$ cat config.mk
export PLATFORM = sky130hd
export DESIGN_NAME = esm_decode_ctrl
export DESIGN_NICKNAME = d
export VERILOG_FILES = /design/src/rtl/esm_pkg.sv /design/src/rtl/esm_region_decode.sv /design/src/rtl/esm_decode_ctrl.sv
export SDC_FILE = /design/constraint.sdc
export NUM_CORES = 1
export LEC_CHECK = 0
export ABC_AREA = 0
export BUFFER_PORTS_ARGS = -buffer_cell sky130_fd_sc_hd__buf_2
export CAP_MARGIN = 10
export CORE_ASPECT_RATIO = 0.8
export CORE_MARGIN = 5
export CORE_UTILIZATION = 48
export DETAILED_ROUTE_END_ITERATION = 16
export GPL_ROUTABILITY_DRIVEN = 0
export PLACE_DENSITY = 0.78
export SKIP_CTS_REPAIR_TIMING = 1
export SLEW_MARGIN = 0
export SYNTH_ARGS = -nofsm -noshare
export SYNTH_HDL_FRONTEND = slang
export SYNTH_SLANG_ARGS = --single-unit
$ cat constraint.sdc
create_clock -name i_clk -period 3.45 [get_ports i_clk]
set_clock_uncertainty 0.15 [all_clocks]
set_input_delay 0 -clock i_clk [delete_from_list [all_inputs] [get_ports i_clk]]
set_output_delay 0 -clock i_clk [all_outputs]
set_load 0.1 [all_outputs]
$ cat src/rtl/esm_pkg.sv
/*
  Shared constants and carrier types for the extended SMRAM decode block.
  Assumes byte-wide configuration accesses and a 36-bit host address.
*/
`default_nettype none

package esm_pkg;

  localparam int ESM_ADDR_W = 36;
  localparam int ESM_MB_W = 16;

  // Configuration byte offsets
  localparam logic [7:0] ESM_OFF_EXT_CTRL = 8'h9e;
  localparam logic [7:0] ESM_OFF_TOM_LO = 8'ha0;
  localparam logic [7:0] ESM_OFF_TOM_HI = 8'ha1;

  // Reset values
  localparam logic [7:0] ESM_EXT_CTRL_RST = 8'h38;
  localparam logic [15:0] ESM_TOM_RST = 16'h0001;

  // Field positions in the extended control byte
  localparam int ESM_BIT_HIGH_EN = 7;
  localparam int ESM_BIT_ERR = 6;
  localparam int ESM_BIT_CACHE = 5;
  localparam int ESM_BIT_L1 = 4;
  localparam int ESM_BIT_L2 = 3;
  localparam int ESM_BIT_SZ_LSB = 1;
  localparam int ESM_BIT_TSEG_EN = 0;
  localparam int ESM_TOM_W = 9;

  // Address windows
  localparam logic [35:0] ESM_HIGH_BASE = 36'h0_feda_0000;
  localparam logic [35:0] ESM_HIGH_LAST = 36'h0_fedb_ffff;
  localparam logic [35:0] ESM_LEGACY_BASE = 36'h0_000a_0000;
  localparam logic [35:0] ESM_LEGACY_LAST = 36'h0_000b_ffff;

  // Sizes in megabyte units
  localparam logic [1:0] ESM_SZ_1MB = 2'h0;
  localparam logic [1:0] ESM_SZ_2MB = 2'h1;
  localparam logic [1:0] ESM_SZ_8MB = 2'h2;
  localparam logic [15:0] ESM_MB_1 = 16'h0001;
  localparam logic [15:0] ESM_MB_2 = 16'h0002;
  localparam logic [15:0] ESM_MB_8 = 16'h0008;
  localparam logic [15:0] ESM_EXT_DRAM_LIMIT_MB = 16'h0100;
  localparam int ESM_TOM_SHIFT = 7;

  typedef struct packed {
    logic [35:0] addr;
    logic smm;
  } esm_req_t;

  typedef struct packed {
    logic [35:0] addr;
    logic to_dram;
    logic to_link;
  } esm_rsp_t;

  typedef struct packed {
    logic high_en;
    logic [1:0] protected_segment_size;
    logic tseg_en;
    logic [8:0] top_of_memory_size;
  } esm_cfg_t;

  typedef struct packed {
    logic high_hit;
    logic tseg_hit;
    logic allowed;
    logic invalid;
    logic normal_dram;
    logic ext_in_use;
  } esm_hit_t;

endpackage

`default_nettype wire

$ cat src/rtl/esm_region_decode.sv
/*
  Combinational classifier of one host request against the high SMRAM
  window, the protected segment and the DRAM limit.
  Assumes configuration inputs are stable flops on the caller's clock.
*/
`default_nettype none

module esm_region_decode (
  // Request and configuration
  input wire esm_pkg::esm_req_t i_req,
  input wire esm_pkg::esm_cfg_t i_cfg,
  input wire logic i_global_smram_enable,
  input wire logic i_smm_space_open,
  input wire logic i_smm_space_lock,
  input wire logic [11:0] i_low_usable_dram_top,
  input wire logic [6:0] i_gfx_stolen_mb,
  // Classification
  output esm_pkg::esm_hit_t o_hit
);
  import esm_pkg::*;

  function automatic logic [15:0] tseg_mb(input logic [1:0] sz);
    case (sz)
      ESM_SZ_1MB: tseg_mb = ESM_MB_1;
      ESM_SZ_2MB: tseg_mb = ESM_MB_2;
      ESM_SZ_8MB: tseg_mb = ESM_MB_8;
      default: tseg_mb = 16'h0000;
    endcase
  endfunction

  logic [15:0] addr_mb;
  logic [15:0] tseg_top;
  logic [15:0] tseg_base;
  logic [15:0] tom_mb;
  logic [15:0] limit_mb;
  logic high_on;
  logic tseg_on;
  logic open_visible;

  always_comb begin
    addr_mb = i_req.addr[35:20];
    high_on = i_global_smram_enable && i_cfg.high_en;
    tseg_on = i_global_smram_enable && i_cfg.tseg_en;
    // Segment sits just under graphics stolen memory
    tseg_top = {4'h0, i_low_usable_dram_top} - {9'h000, i_gfx_stolen_mb};
    tseg_base = tseg_top - tseg_mb(i_cfg.protected_segment_size);
    tom_mb = {i_cfg.top_of_memory_size[ESM_TOM_W-1:0], 7'h00};
    open_visible = i_smm_space_open && !i_smm_space_lock;
    o_hit.ext_in_use = high_on || tseg_on;
    limit_mb = tom_mb;
    if (o_hit.ext_in_use && (tom_mb > ESM_EXT_DRAM_LIMIT_MB)) begin
      limit_mb = ESM_EXT_DRAM_LIMIT_MB;
    end
    o_hit.high_hit = high_on && (i_req.addr >= ESM_HIGH_BASE)
                     && (i_req.addr <= ESM_HIGH_LAST);
    // Reserved size gives an empty segment
    o_hit.tseg_hit = tseg_on && (addr_mb >= tseg_base) && (addr_mb < tseg_top)
                     && (tseg_mb(i_cfg.protected_segment_size) != 16'h0000);
    o_hit.allowed = i_req.smm || open_visible;
    o_hit.invalid = (o_hit.high_hit || o_hit.tseg_hit) && !i_req.smm
                    && !i_smm_space_open;
    o_hit.normal_dram = (addr_mb < {4'h0, i_low_usable_dram_top})
                        && (addr_mb < limit_mb);
  end

endmodule

`default_nettype wire

$ cat src/rtl/esm_decode_ctrl.sv
/*
  Extended SMRAM control and top-of-memory registers with the host
  request router that applies them.
  Assumes configuration cycles and host requests come from logic on i_clk,
  and that lock, open and global enable come from the neighbouring
  SMRAM control register on the same clock.
*/
`default_nettype none

module esm_decode_ctrl (
  // Clock and reset
  input wire logic i_clk,
  input wire logic i_rstn,
  // Configuration space access, byte wide
  input wire logic i_cfg_wr,
  input wire logic i_cfg_rd,
  input wire logic [7:0] i_cfg_addr,
  input wire logic [7:0] i_cfg_wdata,
  output logic [7:0] o_cfg_rdata,
  output logic o_cfg_rvalid,
  // Neighbouring register state and modes
  input wire logic i_global_smram_enable,
  input wire logic i_smm_space_open,
  input wire logic i_smm_space_lock,
  input wire logic [11:0] i_low_usable_dram_top,
  input wire logic [6:0] i_gfx_stolen_mb,
  input wire logic i_trusted_mode,
  input wire logic i_mgmt_engine_mode,
  // Host request and routed answer
  input wire logic i_req_valid,
  input wire esm_pkg::esm_req_t i_req,
  output logic o_rsp_valid,
  output esm_pkg::esm_rsp_t o_rsp,
  // Register state for the rest of the hub
  output logic o_high_smram_enable,
  output logic o_invalid_smram_access_flag,
  output logic [8:0] o_installed_memory_top
);
  import esm_pkg::*;

  esm_cfg_t cfg_q;
  logic err_q;
  logic [7:0] rdata_q;
  logic rvalid_q;
  logic rsp_valid_q;
  esm_rsp_t rsp_q;
  esm_hit_t hit;
  logic ctrl_locked;
  logic tom_locked;
  logic wr_ctrl;
  logic wr_tom_lo;
  logic wr_tom_hi;
  logic err_clear;
  logic err_set;

  function automatic logic [7:0] read_mux(input logic [7:0] off, input esm_cfg_t c,
                                          input logic e);
    case (off)
      // Cacheability bits are hardwired to one
      ESM_OFF_EXT_CTRL: read_mux = {c.high_en, e, 3'h7, c.protected_segment_size, c.tseg_en};
      ESM_OFF_TOM_LO: read_mux = c.top_of_memory_size[7:0];
      ESM_OFF_TOM_HI: read_mux = {7'h00, c.top_of_memory_size[8]};
      default: read_mux = 8'h00;
    endcase
  endfunction

  esm_region_decode u_decode (
    .i_req(i_req),
    .i_cfg(cfg_q),
    .i_global_smram_enable(i_global_smram_enable),
    .i_smm_space_open(i_smm_space_open),
    .i_smm_space_lock(i_smm_space_lock),
    .i_low_usable_dram_top(i_low_usable_dram_top),
    .i_gfx_stolen_mb(i_gfx_stolen_mb),
    .o_hit(hit)
  );

  always_comb begin
    ctrl_locked = i_trusted_mode || i_smm_space_lock;
    tom_locked = i_trusted_mode || i_mgmt_engine_mode || i_smm_space_lock;
    wr_ctrl = i_cfg_wr && (i_cfg_addr == ESM_OFF_EXT_CTRL);
    wr_tom_lo = i_cfg_wr && (i_cfg_addr == ESM_OFF_TOM_LO);
    wr_tom_hi = i_cfg_wr && (i_cfg_addr == ESM_OFF_TOM_HI);
    err_clear = wr_ctrl && i_cfg_wdata[ESM_BIT_ERR];
    err_set = i_req_valid && hit.invalid;
  end

  // Extended control fields; cacheability bits are not stored
  always_ff @(posedge i_clk or negedge i_rstn) begin
    if (!i_rstn) begin
      cfg_q.high_en <= ESM_EXT_CTRL_RST[ESM_BIT_HIGH_EN];
      cfg_q.protected_segment_size <= ESM_EXT_CTRL_RST[ESM_BIT_SZ_LSB +: 2];
      cfg_q.tseg_en <= ESM_EXT_CTRL_RST[ESM_BIT_TSEG_EN];
    end else if (wr_ctrl && !ctrl_locked) begin
      cfg_q.high_en <= i_cfg_wdata[ESM_BIT_HIGH_EN];
      cfg_q.protected_segment_size <= i_cfg_wdata[ESM_BIT_SZ_LSB +: 2];
      cfg_q.tseg_en <= i_cfg_wdata[ESM_BIT_TSEG_EN];
    end
  end

  // Top of memory, one byte lane at a time
  always_ff @(posedge i_clk or negedge i_rstn) begin
    if (!i_rstn) begin
      cfg_q.top_of_memory_size <= ESM_TOM_RST[8:0];
    end else if (!tom_locked) begin
      if (wr_tom_lo) begin
        cfg_q.top_of_memory_size[7:0] <= i_cfg_wdata;
      end
      if (wr_tom_hi) begin
        cfg_q.top_of_memory_size[8] <= i_cfg_wdata[0];
      end
    end
  end

  // A new violation in the clearing cycle wins over the clear
  always_ff @(posedge i_clk or negedge i_rstn) begin
    if (!i_rstn) begin
      err_q <= ESM_EXT_CTRL_RST[ESM_BIT_ERR];
    end else if (err_set) begin
      err_q <= 1'b1;
    end else if (err_clear) begin
      err_q <= 1'b0;
    end
  end

  // Read answer one cycle after the strobe
  always_ff @(posedge i_clk or negedge i_rstn) begin
    if (!i_rstn) begin
      rdata_q <= 8'h00;
      rvalid_q <= 1'b0;
    end else begin
      rvalid_q <= i_cfg_rd;
      if (i_cfg_rd) begin
        rdata_q <= read_mux(i_cfg_addr, cfg_q, err_q);
      end
    end
  end

  // Request routing, one cycle of latency
  always_ff @(posedge i_clk or negedge i_rstn) begin
    if (!i_rstn) begin
      rsp_valid_q <= 1'b0;
      rsp_q <= '0;
    end else begin
      rsp_valid_q <= i_req_valid;
      if (i_req_valid) begin
        rsp_q.addr <= i_req.addr;
        rsp_q.to_dram <= 1'b0;
        rsp_q.to_link <= 1'b1;
        if (hit.high_hit && hit.allowed) begin
          // Offset into the window lands in the legacy range
          rsp_q.addr <= i_req.addr - ESM_HIGH_BASE + ESM_LEGACY_BASE;
          rsp_q.to_dram <= 1'b1;
          rsp_q.to_link <= 1'b0;
        end else if (hit.tseg_hit) begin
          rsp_q.to_dram <= hit.allowed;
          rsp_q.to_link <= !hit.allowed;
        end else if (!hit.high_hit && hit.normal_dram) begin
          rsp_q.to_dram <= 1'b1;
          rsp_q.to_link <= 1'b0;
        end
      end
    end
  end

  always_comb begin
    o_cfg_rdata = rdata_q;
    o_cfg_rvalid = rvalid_q;
    o_rsp_valid = rsp_valid_q;
    o_rsp = rsp_q;
    o_high_smram_enable = cfg_q.high_en;
    o_invalid_smram_access_flag = err_q;
    o_installed_memory_top = cfg_q.top_of_memory_size;
  end
endmodule

`default_nettype wire

==> results of run 1 <==
==> worst min-delay path, delay by kind of cell <==
kind	cells	cell delay, ns
buffers and inverters	1	0.07
AND/OR/NAND/NOR	2	0.21
multiplexers	1	0.17
==> report_power, final <==
group          internal, mW  switching, mW
Combinational         0.390          0.725
Sequential            0.775         0.0288
Clock                 0.634          0.335
==> per-stage QoR <==
step           TNS (ns)  cells  area, um2  setup slack, ns
2_1_floorplan    -0.502    498       4750           -0.199
6_report         -0.569    865       6880           -0.230
4_1_cts          -0.861    810       6210           -0.314
5_1_grt          -0.908    865       6880           -0.328
3_5_place_dp      -1.71    794       5890           -0.598
3_3_place_gp      -1.20    794       5890           -0.426
==> sequential cells by signal, indices dropped and copies added, names as in the netlist <==
signal / count
o_rsp: 38
o_installed_memory_top: 9
o_cfg_rdata: 8
cfg_q: 3
o_cfg_rvalid: 1
o_high_smram_enable: 1
o_invalid_smram_access_flag: 1
o_rsp_valid: 1
==> cell type report <==
class	count	share of cell area (%)
clock buffers	9	3.27
clock inverters	7	1.42
inverters	55	3.11
multi-input cells	363	43.4
flip-flops and latches	62	22.6
well taps	119	2.16
repair buffers	250	24.1
==> cell families after synthesis <==
group	synth area share, %
compound gates	17.6
xor+xnor	3.51
fa+ha+maj	15.9
mux	8.14
flops	33.0
buf+inv	6.95
simple gates	14.9
==> final timing paths <==
check	startpoint	end	slack, ns
worst max-delay path	cfg_q[11]$_DFFE_PN0P_	o_invalid_smram_access_flag$_DFFE_PN0P_	-0.23
worst min-delay path	i_trusted_mode	cfg_q[10]$_DFFE_PN0P_	0.02
worst max register to register	cfg_q[11]$_DFFE_PN0P_	o_invalid_smram_access_flag$_DFFE_PN0P_	-0.23
worst min register to register	o_rsp[18]$_DFFE_PN0P_	o_rsp[18]$_DFFE_PN0P_	0.36
max in group asynchronous	i_rstn	o_installed_memory_top[0]$_DFFE_PN1P_	2.13
min in group asynchronous	i_rstn	o_rsp[11]$_DFFE_PN0P_	0.11
==> Yosys cell counts, drive strengths merged (2+ instances only) <==
cell     number
nor4          3
mux2         34
fa            2
o22ai        15
maj3          2
ha           55
nand2        31
a2111oi       2
nor2         34
and2          4
or4           4
dfrtp        61
a211oi        2
clkbuf        6
a41oi         3
a211o         2
xnor2        11
nand3         7
a21oi        29
o22a          3
buf          12
inv          55
xor2          7
nand4b        2
a31oi         5
a21o         12
or2           2
and3          6
nor3          8
or3           3
nand4        11
nor2b         6
o21ai        20
o221ai        2
o211ai        4
a22oi         7
nand2b       10
==> layer usage <==
layer | vias to the layer above | wire length [um] | GRT usage [%]
met5 | - | 0 | 0
met4 | 0 | 473 | 9.23
met3 | 58 | 1150 | 4.59
met2 | 252 | 7670 | 38.1
met1 | 2336 | 6370 | 29.5
li1 | 2272 | - | -
==> flow_summary_export.csv, run 1 <==
group,metric,value,unit
status,status,"complete, but fails checks",
status,violations,"negative setup slack",
yosys,synth_seq_cells,62,
die,core_area,9610,um2
timing,fmax,0.272,GHz
yosys,async_flop_share,100,%
final_layout,seqCellArea,1550,um2
worst_setup_path,crit_fanout,4,
worst_hold_path,min_path_type,"in2reg",
final_layout,num_antenna_cells,0,
global_routing,grt_max_degree,34,
final_layout,fin_nets,880,
drt,wl_per_cell,18.1,um
drt,vias,4918,
global_routing,antenna_found_initial,0,
drt,postRouteAntennaNets,0,
die,die_w,121,um
worst_setup_path,startpoint_type,"register",
timing,timing.final.ws_setup,-0.230,ns
power_and_ir_drop,peakVddDrop,0.239,mV
clock_network,root_buffer,"clkbuf_16",
timing,fin_crit_sh,107,%
yosys,synth_top_cell_by_area,"dfrtp_1",
final_layout,final_common_cell,"buf_2",
worst_setup_path,end_kind,"register",
yosys,synth.area.top_cells,"dfrtp_1 32%, ha_1 15%, mux2_2 8.1%, inv_1 4.4%, a21oi_1 3.0%",
drt,firstDrtPassIters,5,
drt,drtIter0Drc,356,
worst_setup_path,worst-setup-path-type,"reg2reg",
timing,timing.hold.ws,0.0204,ns
yosys,ys_seq_area_share,33.0,%
drt,vias_per_cell,5.69,
worst_setup_path,path_cells,"nand2b_4 > ha_4 > nor2b_4 > nor3_4 > o211ai_1 > nor2_1 > and3_4 > a31oi_1 > ha_1 > a21o_1 > a21o_1 > a21oi_2 > o21ai_1 > nand2_1 > o21ai_2 > o2bb2ai_2 > nor2_4 > a32o_1",
timing,min_period,3.68,ns
yosys,synthFlopType,"dfrtp_1",
timing,maxSlewHeadroom,53.0,%
worst_setup_path,worst-path-stages,18,
worst_setup_path,cpLargestDelayFamily,"compound AO/OA/AOI/OAI gates",
clock_network,clk_path_buf_depth,2,
timing,slew_viol_final,0,
worst_hold_path,whs_path_depth,4,
yosys,netlist_instances,498,
power_and_ir_drop,power_leakage,3.41,nW
die,design.die.area,11900,um2
worst_setup_path,cp.buffers_inverters,0,
drt,wl,15.7,mm
clock_network,cts_made_buffers,9,
final_layout,syn2layout_area_growth,46.4,%
worst_setup_path,cp.required,3.51,ns
global_routing,grt.total_usage,22.9,%
yosys,synth_edf_count,0,
die,ioPinCount,141,
worst_setup_path,cpMostUsedCell,"a21o_1",
final_layout,fill_cells,670,
die,die_h,98.5,um
yosys,synth_nets,637,
final_layout,drive_gt1_share,40.1,%
timing,setup_violations,3,
worst_setup_path,slowest_stage,"dfrtp_1",
timing,rsz0062_at_grt,"true",
clock_network,h-tree-depth,3,
clock_network,insertion_delay,0.32,ns
final_layout,final_cell_mix,"139 x buf_2, 60 x dfrtp_1, 59 x buf_4",
global_routing,overflow,0,
clock_network,cts_tree,"yes",
placement,dpl.hpwl,11.1,mm
clock_network,path_clk_slew,0.05,ns
worst_setup_path,max_stage_delay,0.41,ns
run,maxCapViolations,0,
drt,drc,0,
yosys,synth_cell_type_count,68,
yosys,yosys_warnings,0,
yosys,netlist.area_leader.share,32.5,%
yosys,avgSynthCellArea,9.44,um2
power_and_ir_drop,p_per_area,420,nW/um2
die,placementRows,32,
timing,hold_viol,0,
worst_setup_path,r2r_cells,18,
placement,port_buffers,140,
yosys,synth_area,4700,um2
power_and_ir_drop,total_power,2.89,mW
die,initial_utilization,48.9,%
global_routing,grt_first_pass_wirelength,22.1,mm
worst_setup_path,cp.arrival,3.74,ns
clock_network,clock-sinks,62,
timing,tightestPinTransition,0.705,ns
final_layout,multi_input_area,2990,um2
global_routing,grt_pass1_vias,4672,
final_layout,final_util,71.6,%
Power figures use the tool's default switching activity.
==> inputs of run 2 (changes only) <==
Settings changed: SYNTH_HIERARCHICAL set to 1.
==> run 2 against run 1 <==
  * The run ends with negative hold slack, negative setup slack left
  * Clock power is 8.4% lower
  * Sequential share of layout area down 0.45 points
  * Combinational power grew 8%
  * Final cell count rose by 4.5%
  * Register-to-register slack got worse by 1.0 ns
  * Utilization rose by 0.25 points
  * Wire length rose by 7.2%
  * Non-clock buffer count up 1
  * Design area rose by 2.0%
  * Largest cell class unchanged
  * Largest power group unchanged
==> flow_summary_export.csv, run 2 <==
group,metric,value,unit
die,core_area,9770,um2
clock_network,cts_tree,"yes",
drt,firstDrtPassIters,7,
timing,slew_viol_final,0,
power_and_ir_drop,p_per_area,414,nW/um2
final_layout,final_util,71.9,%
yosys,netlist_instances,519,
drt,wl,16.8,mm
status,violations,"negative hold slack, negative setup slack",
placement,placed_area,6220,um2
final_layout,syn2layout_area_growth,44.1,%
worst_setup_path,slowest_stage,"dfrtp_1",
clock_network,clk_path_buf_depth,2,
worst_setup_path,cpMostUsedCell,"or3_4",
drt,postRouteAntennaNets,0,
yosys,yosys_warnings,6,
timing,tightestPinTransition,0.891,ns
global_routing,grt_first_pass_wirelength,23.5,mm
run,maxCapViolations,0,
clock_network,h-tree-depth,3,
die,ioPinCount,141,
worst_setup_path,path_cells,"nand2b_4 > ha_4 > nor2b_4 > o31a_1 > or3_4 > or3_4 > or3_4 > xor2_1 > ha_1 > and2_4 > a221oi_2 > o2111ai_1 > nand2_1 > o21ai_1 > nand3_1 > a311o_1 > nand2_2 > o21ai_1 > nand3_2 > o21a_1",
placement,pre_cts_ws,-1.30,ns
worst_setup_path,r2r_start,"cfg_q[11]$_DFFE_PN0P_",
final_layout,seqCellArea,1550,um2
timing,setup_violations,3,
timing,fmax,0.213,GHz
final_layout,fin_area,7020,um2
power_and_ir_drop,power_leakage,3.42,nW
worst_hold_path,min_path_type,"in2reg",
worst_setup_path,r2r_cells,20,
drt,wl_per_cell,18.6,um
final_layout,largest_reg_flops,38,
timing,min_period,4.69,ns
clock_network,insertion_delay,0.33,ns
placement,port_buffers,140,
status,status,"complete, but fails checks",
die,die_w,123,um
drt,drc,0,
worst_setup_path,end_kind,"register",
worst_setup_path,cp.arrival,4.76,ns
die,die_h,100,um
timing,rsz0062_at_grt,"true",
final_layout,fin_nets,899,
drt,drtIter0Drc,636,
drt,vias,5302,
worst_setup_path,crit_fanout,3,
timing,fin_crit_sh,136,%
power_and_ir_drop,peakVddDrop,0.285,mV
yosys,synth_area,4870,um2
clock_network,clock-sinks,62,
yosys,avgSynthCellArea,9.39,um2
final_layout,multi_input_area,3210,um2
worst_setup_path,crit_start,"cfg_q[11]$_DFFE_PN0P_",
worst_setup_path,cp.required,3.52,ns
clock_network,cts_made_buffers,9,
global_routing,grt.total_usage,23.6,%
timing,hold_viol,3,
global_routing,grt_pass1_vias,4994,
worst_setup_path,r2r_setup_slack,-1.24,ns
power_and_ir_drop,total_power,2.91,mW
final_layout,drive_gt1_share,38.5,%
placement,dpl.hpwl,11.6,mm
final_layout,fill_cells,702,
worst_setup_path,rr_endpoint,"o_rsp[1]$_DFFE_PN0P_",
global_routing,antenna_found_initial,0,
worst_setup_path,crit_end,"o_rsp[1]$_DFFE_PN0P_",
global_routing,overflow,0,
drt,vias_per_cell,5.87,
die,placementRows,32,
yosys,synth_nets,657,
worst_setup_path,startpoint_type,"register",
clock_network,root_buffer,"clkbuf_16",
worst_setup_path,max_stage_delay,0.44,ns
timing,timing.hold.ws,-0.0200,ns
timing,maxSlewHeadroom,39.8,%
die,initial_utilization,49.9,%
timing,timing.final.ws_setup,-1.24,ns
worst_setup_path,worst-setup-path-type,"reg2reg",
final_layout,final_common_cell,"buf_2",
clock_network,path_clk_slew,0.06,ns
final_layout,final_cell_mix,"139 x buf_2, 71 x buf_4, 60 x dfrtp_1",
global_routing,grt_max_degree,40,
die,design.die.area,12300,um2
run 2: changes by cell type in the layout (fill, tap and decap cells not counted), moves of 7 or more:
cell | previous run | this run
nor2_1 | 33 | 40
o22ai_1 | 14 | 0
dlygate4sd3_1 | 50 | 40
a21oi_1 | 25 | 39
inv_1 | 53 | 32
o21ai_0 | 17 | 10
xnor2_1 | 8 | 21
buf_4 | 59 | 71
run 2: worst min path at each step:
stage / slack (ns) / endpoint / startpoint / cells after the start
final: -0.02 / o_rsp[23]$_DFFE_PN0P_ / i_req[22] / 3
after global routing: 0.002 / o_rsp[33]$_DFFE_PN0P_ / i_req[32] / 3
after CTS: -0.48 / o_rsp[11]$_DFFE_PN0P_ / i_rstn / 1
after detailed placement: -0.13 / o_rsp[11]$_DFFE_PN0P_ / i_rstn / 1
after global placement: -0.14 / o_rsp[11]$_DFFE_PN0P_ / i_rstn / 1
after floorplan: -0.45 / cfg_q[10]$_DFFE_PN0P_ / i_rstn / 0
run 2: worst max-delay path, delay by kind of cell, from the launching register on:
kind                     cells  cell delay [ns]
AO/OA/AOI/OAI                7             1.25
AND/OR/NAND/NOR             10             1.99
XOR/XNOR                     1             0.17
adder cells (fa/ha/maj)      2             0.55
flip-flops                   1             0.44
run 2: layer usage:
layer,up-vias,global-route usage [%],routed length (um)
met1,2516,30.2,6570
met4,0,9.72,768
met3,84,4.34,1280
met2,318,39.4,8170
li1,2384,-,-
met5,-,0,0
run 2: cell type report:
class | instances | area share, %
Timing Repair Buffer | 251 | 23.4
Multi-Input combinational cell | 402 | 45.8
Sequential cell | 62 | 22.1
Inverter | 35 | 2.05
Tap cell | 136 | 2.42
Clock inverter | 6 | 0.891
Antenna cell | 2 | 0.0713
Clock buffer | 10 | 3.26
run 2: power by group:
group / switching, mW / total, mW / internal (mW)
Clock: 0.331 / 0.888 / 0.557
Sequential: 0.0299 / 0.809 / 0.779
Combinational: 0.790 / 1.21 / 0.421
Total: 1.15 / 2.91 / 1.76
run 2: through the flow:
step,setup TNS (ns),instances
floorplan,-2.69,519
global placement,-3.37,843
detailed placement,-3.79,843
CTS,-2.97,859
global route,-3.95,902
finish,-3.63,904
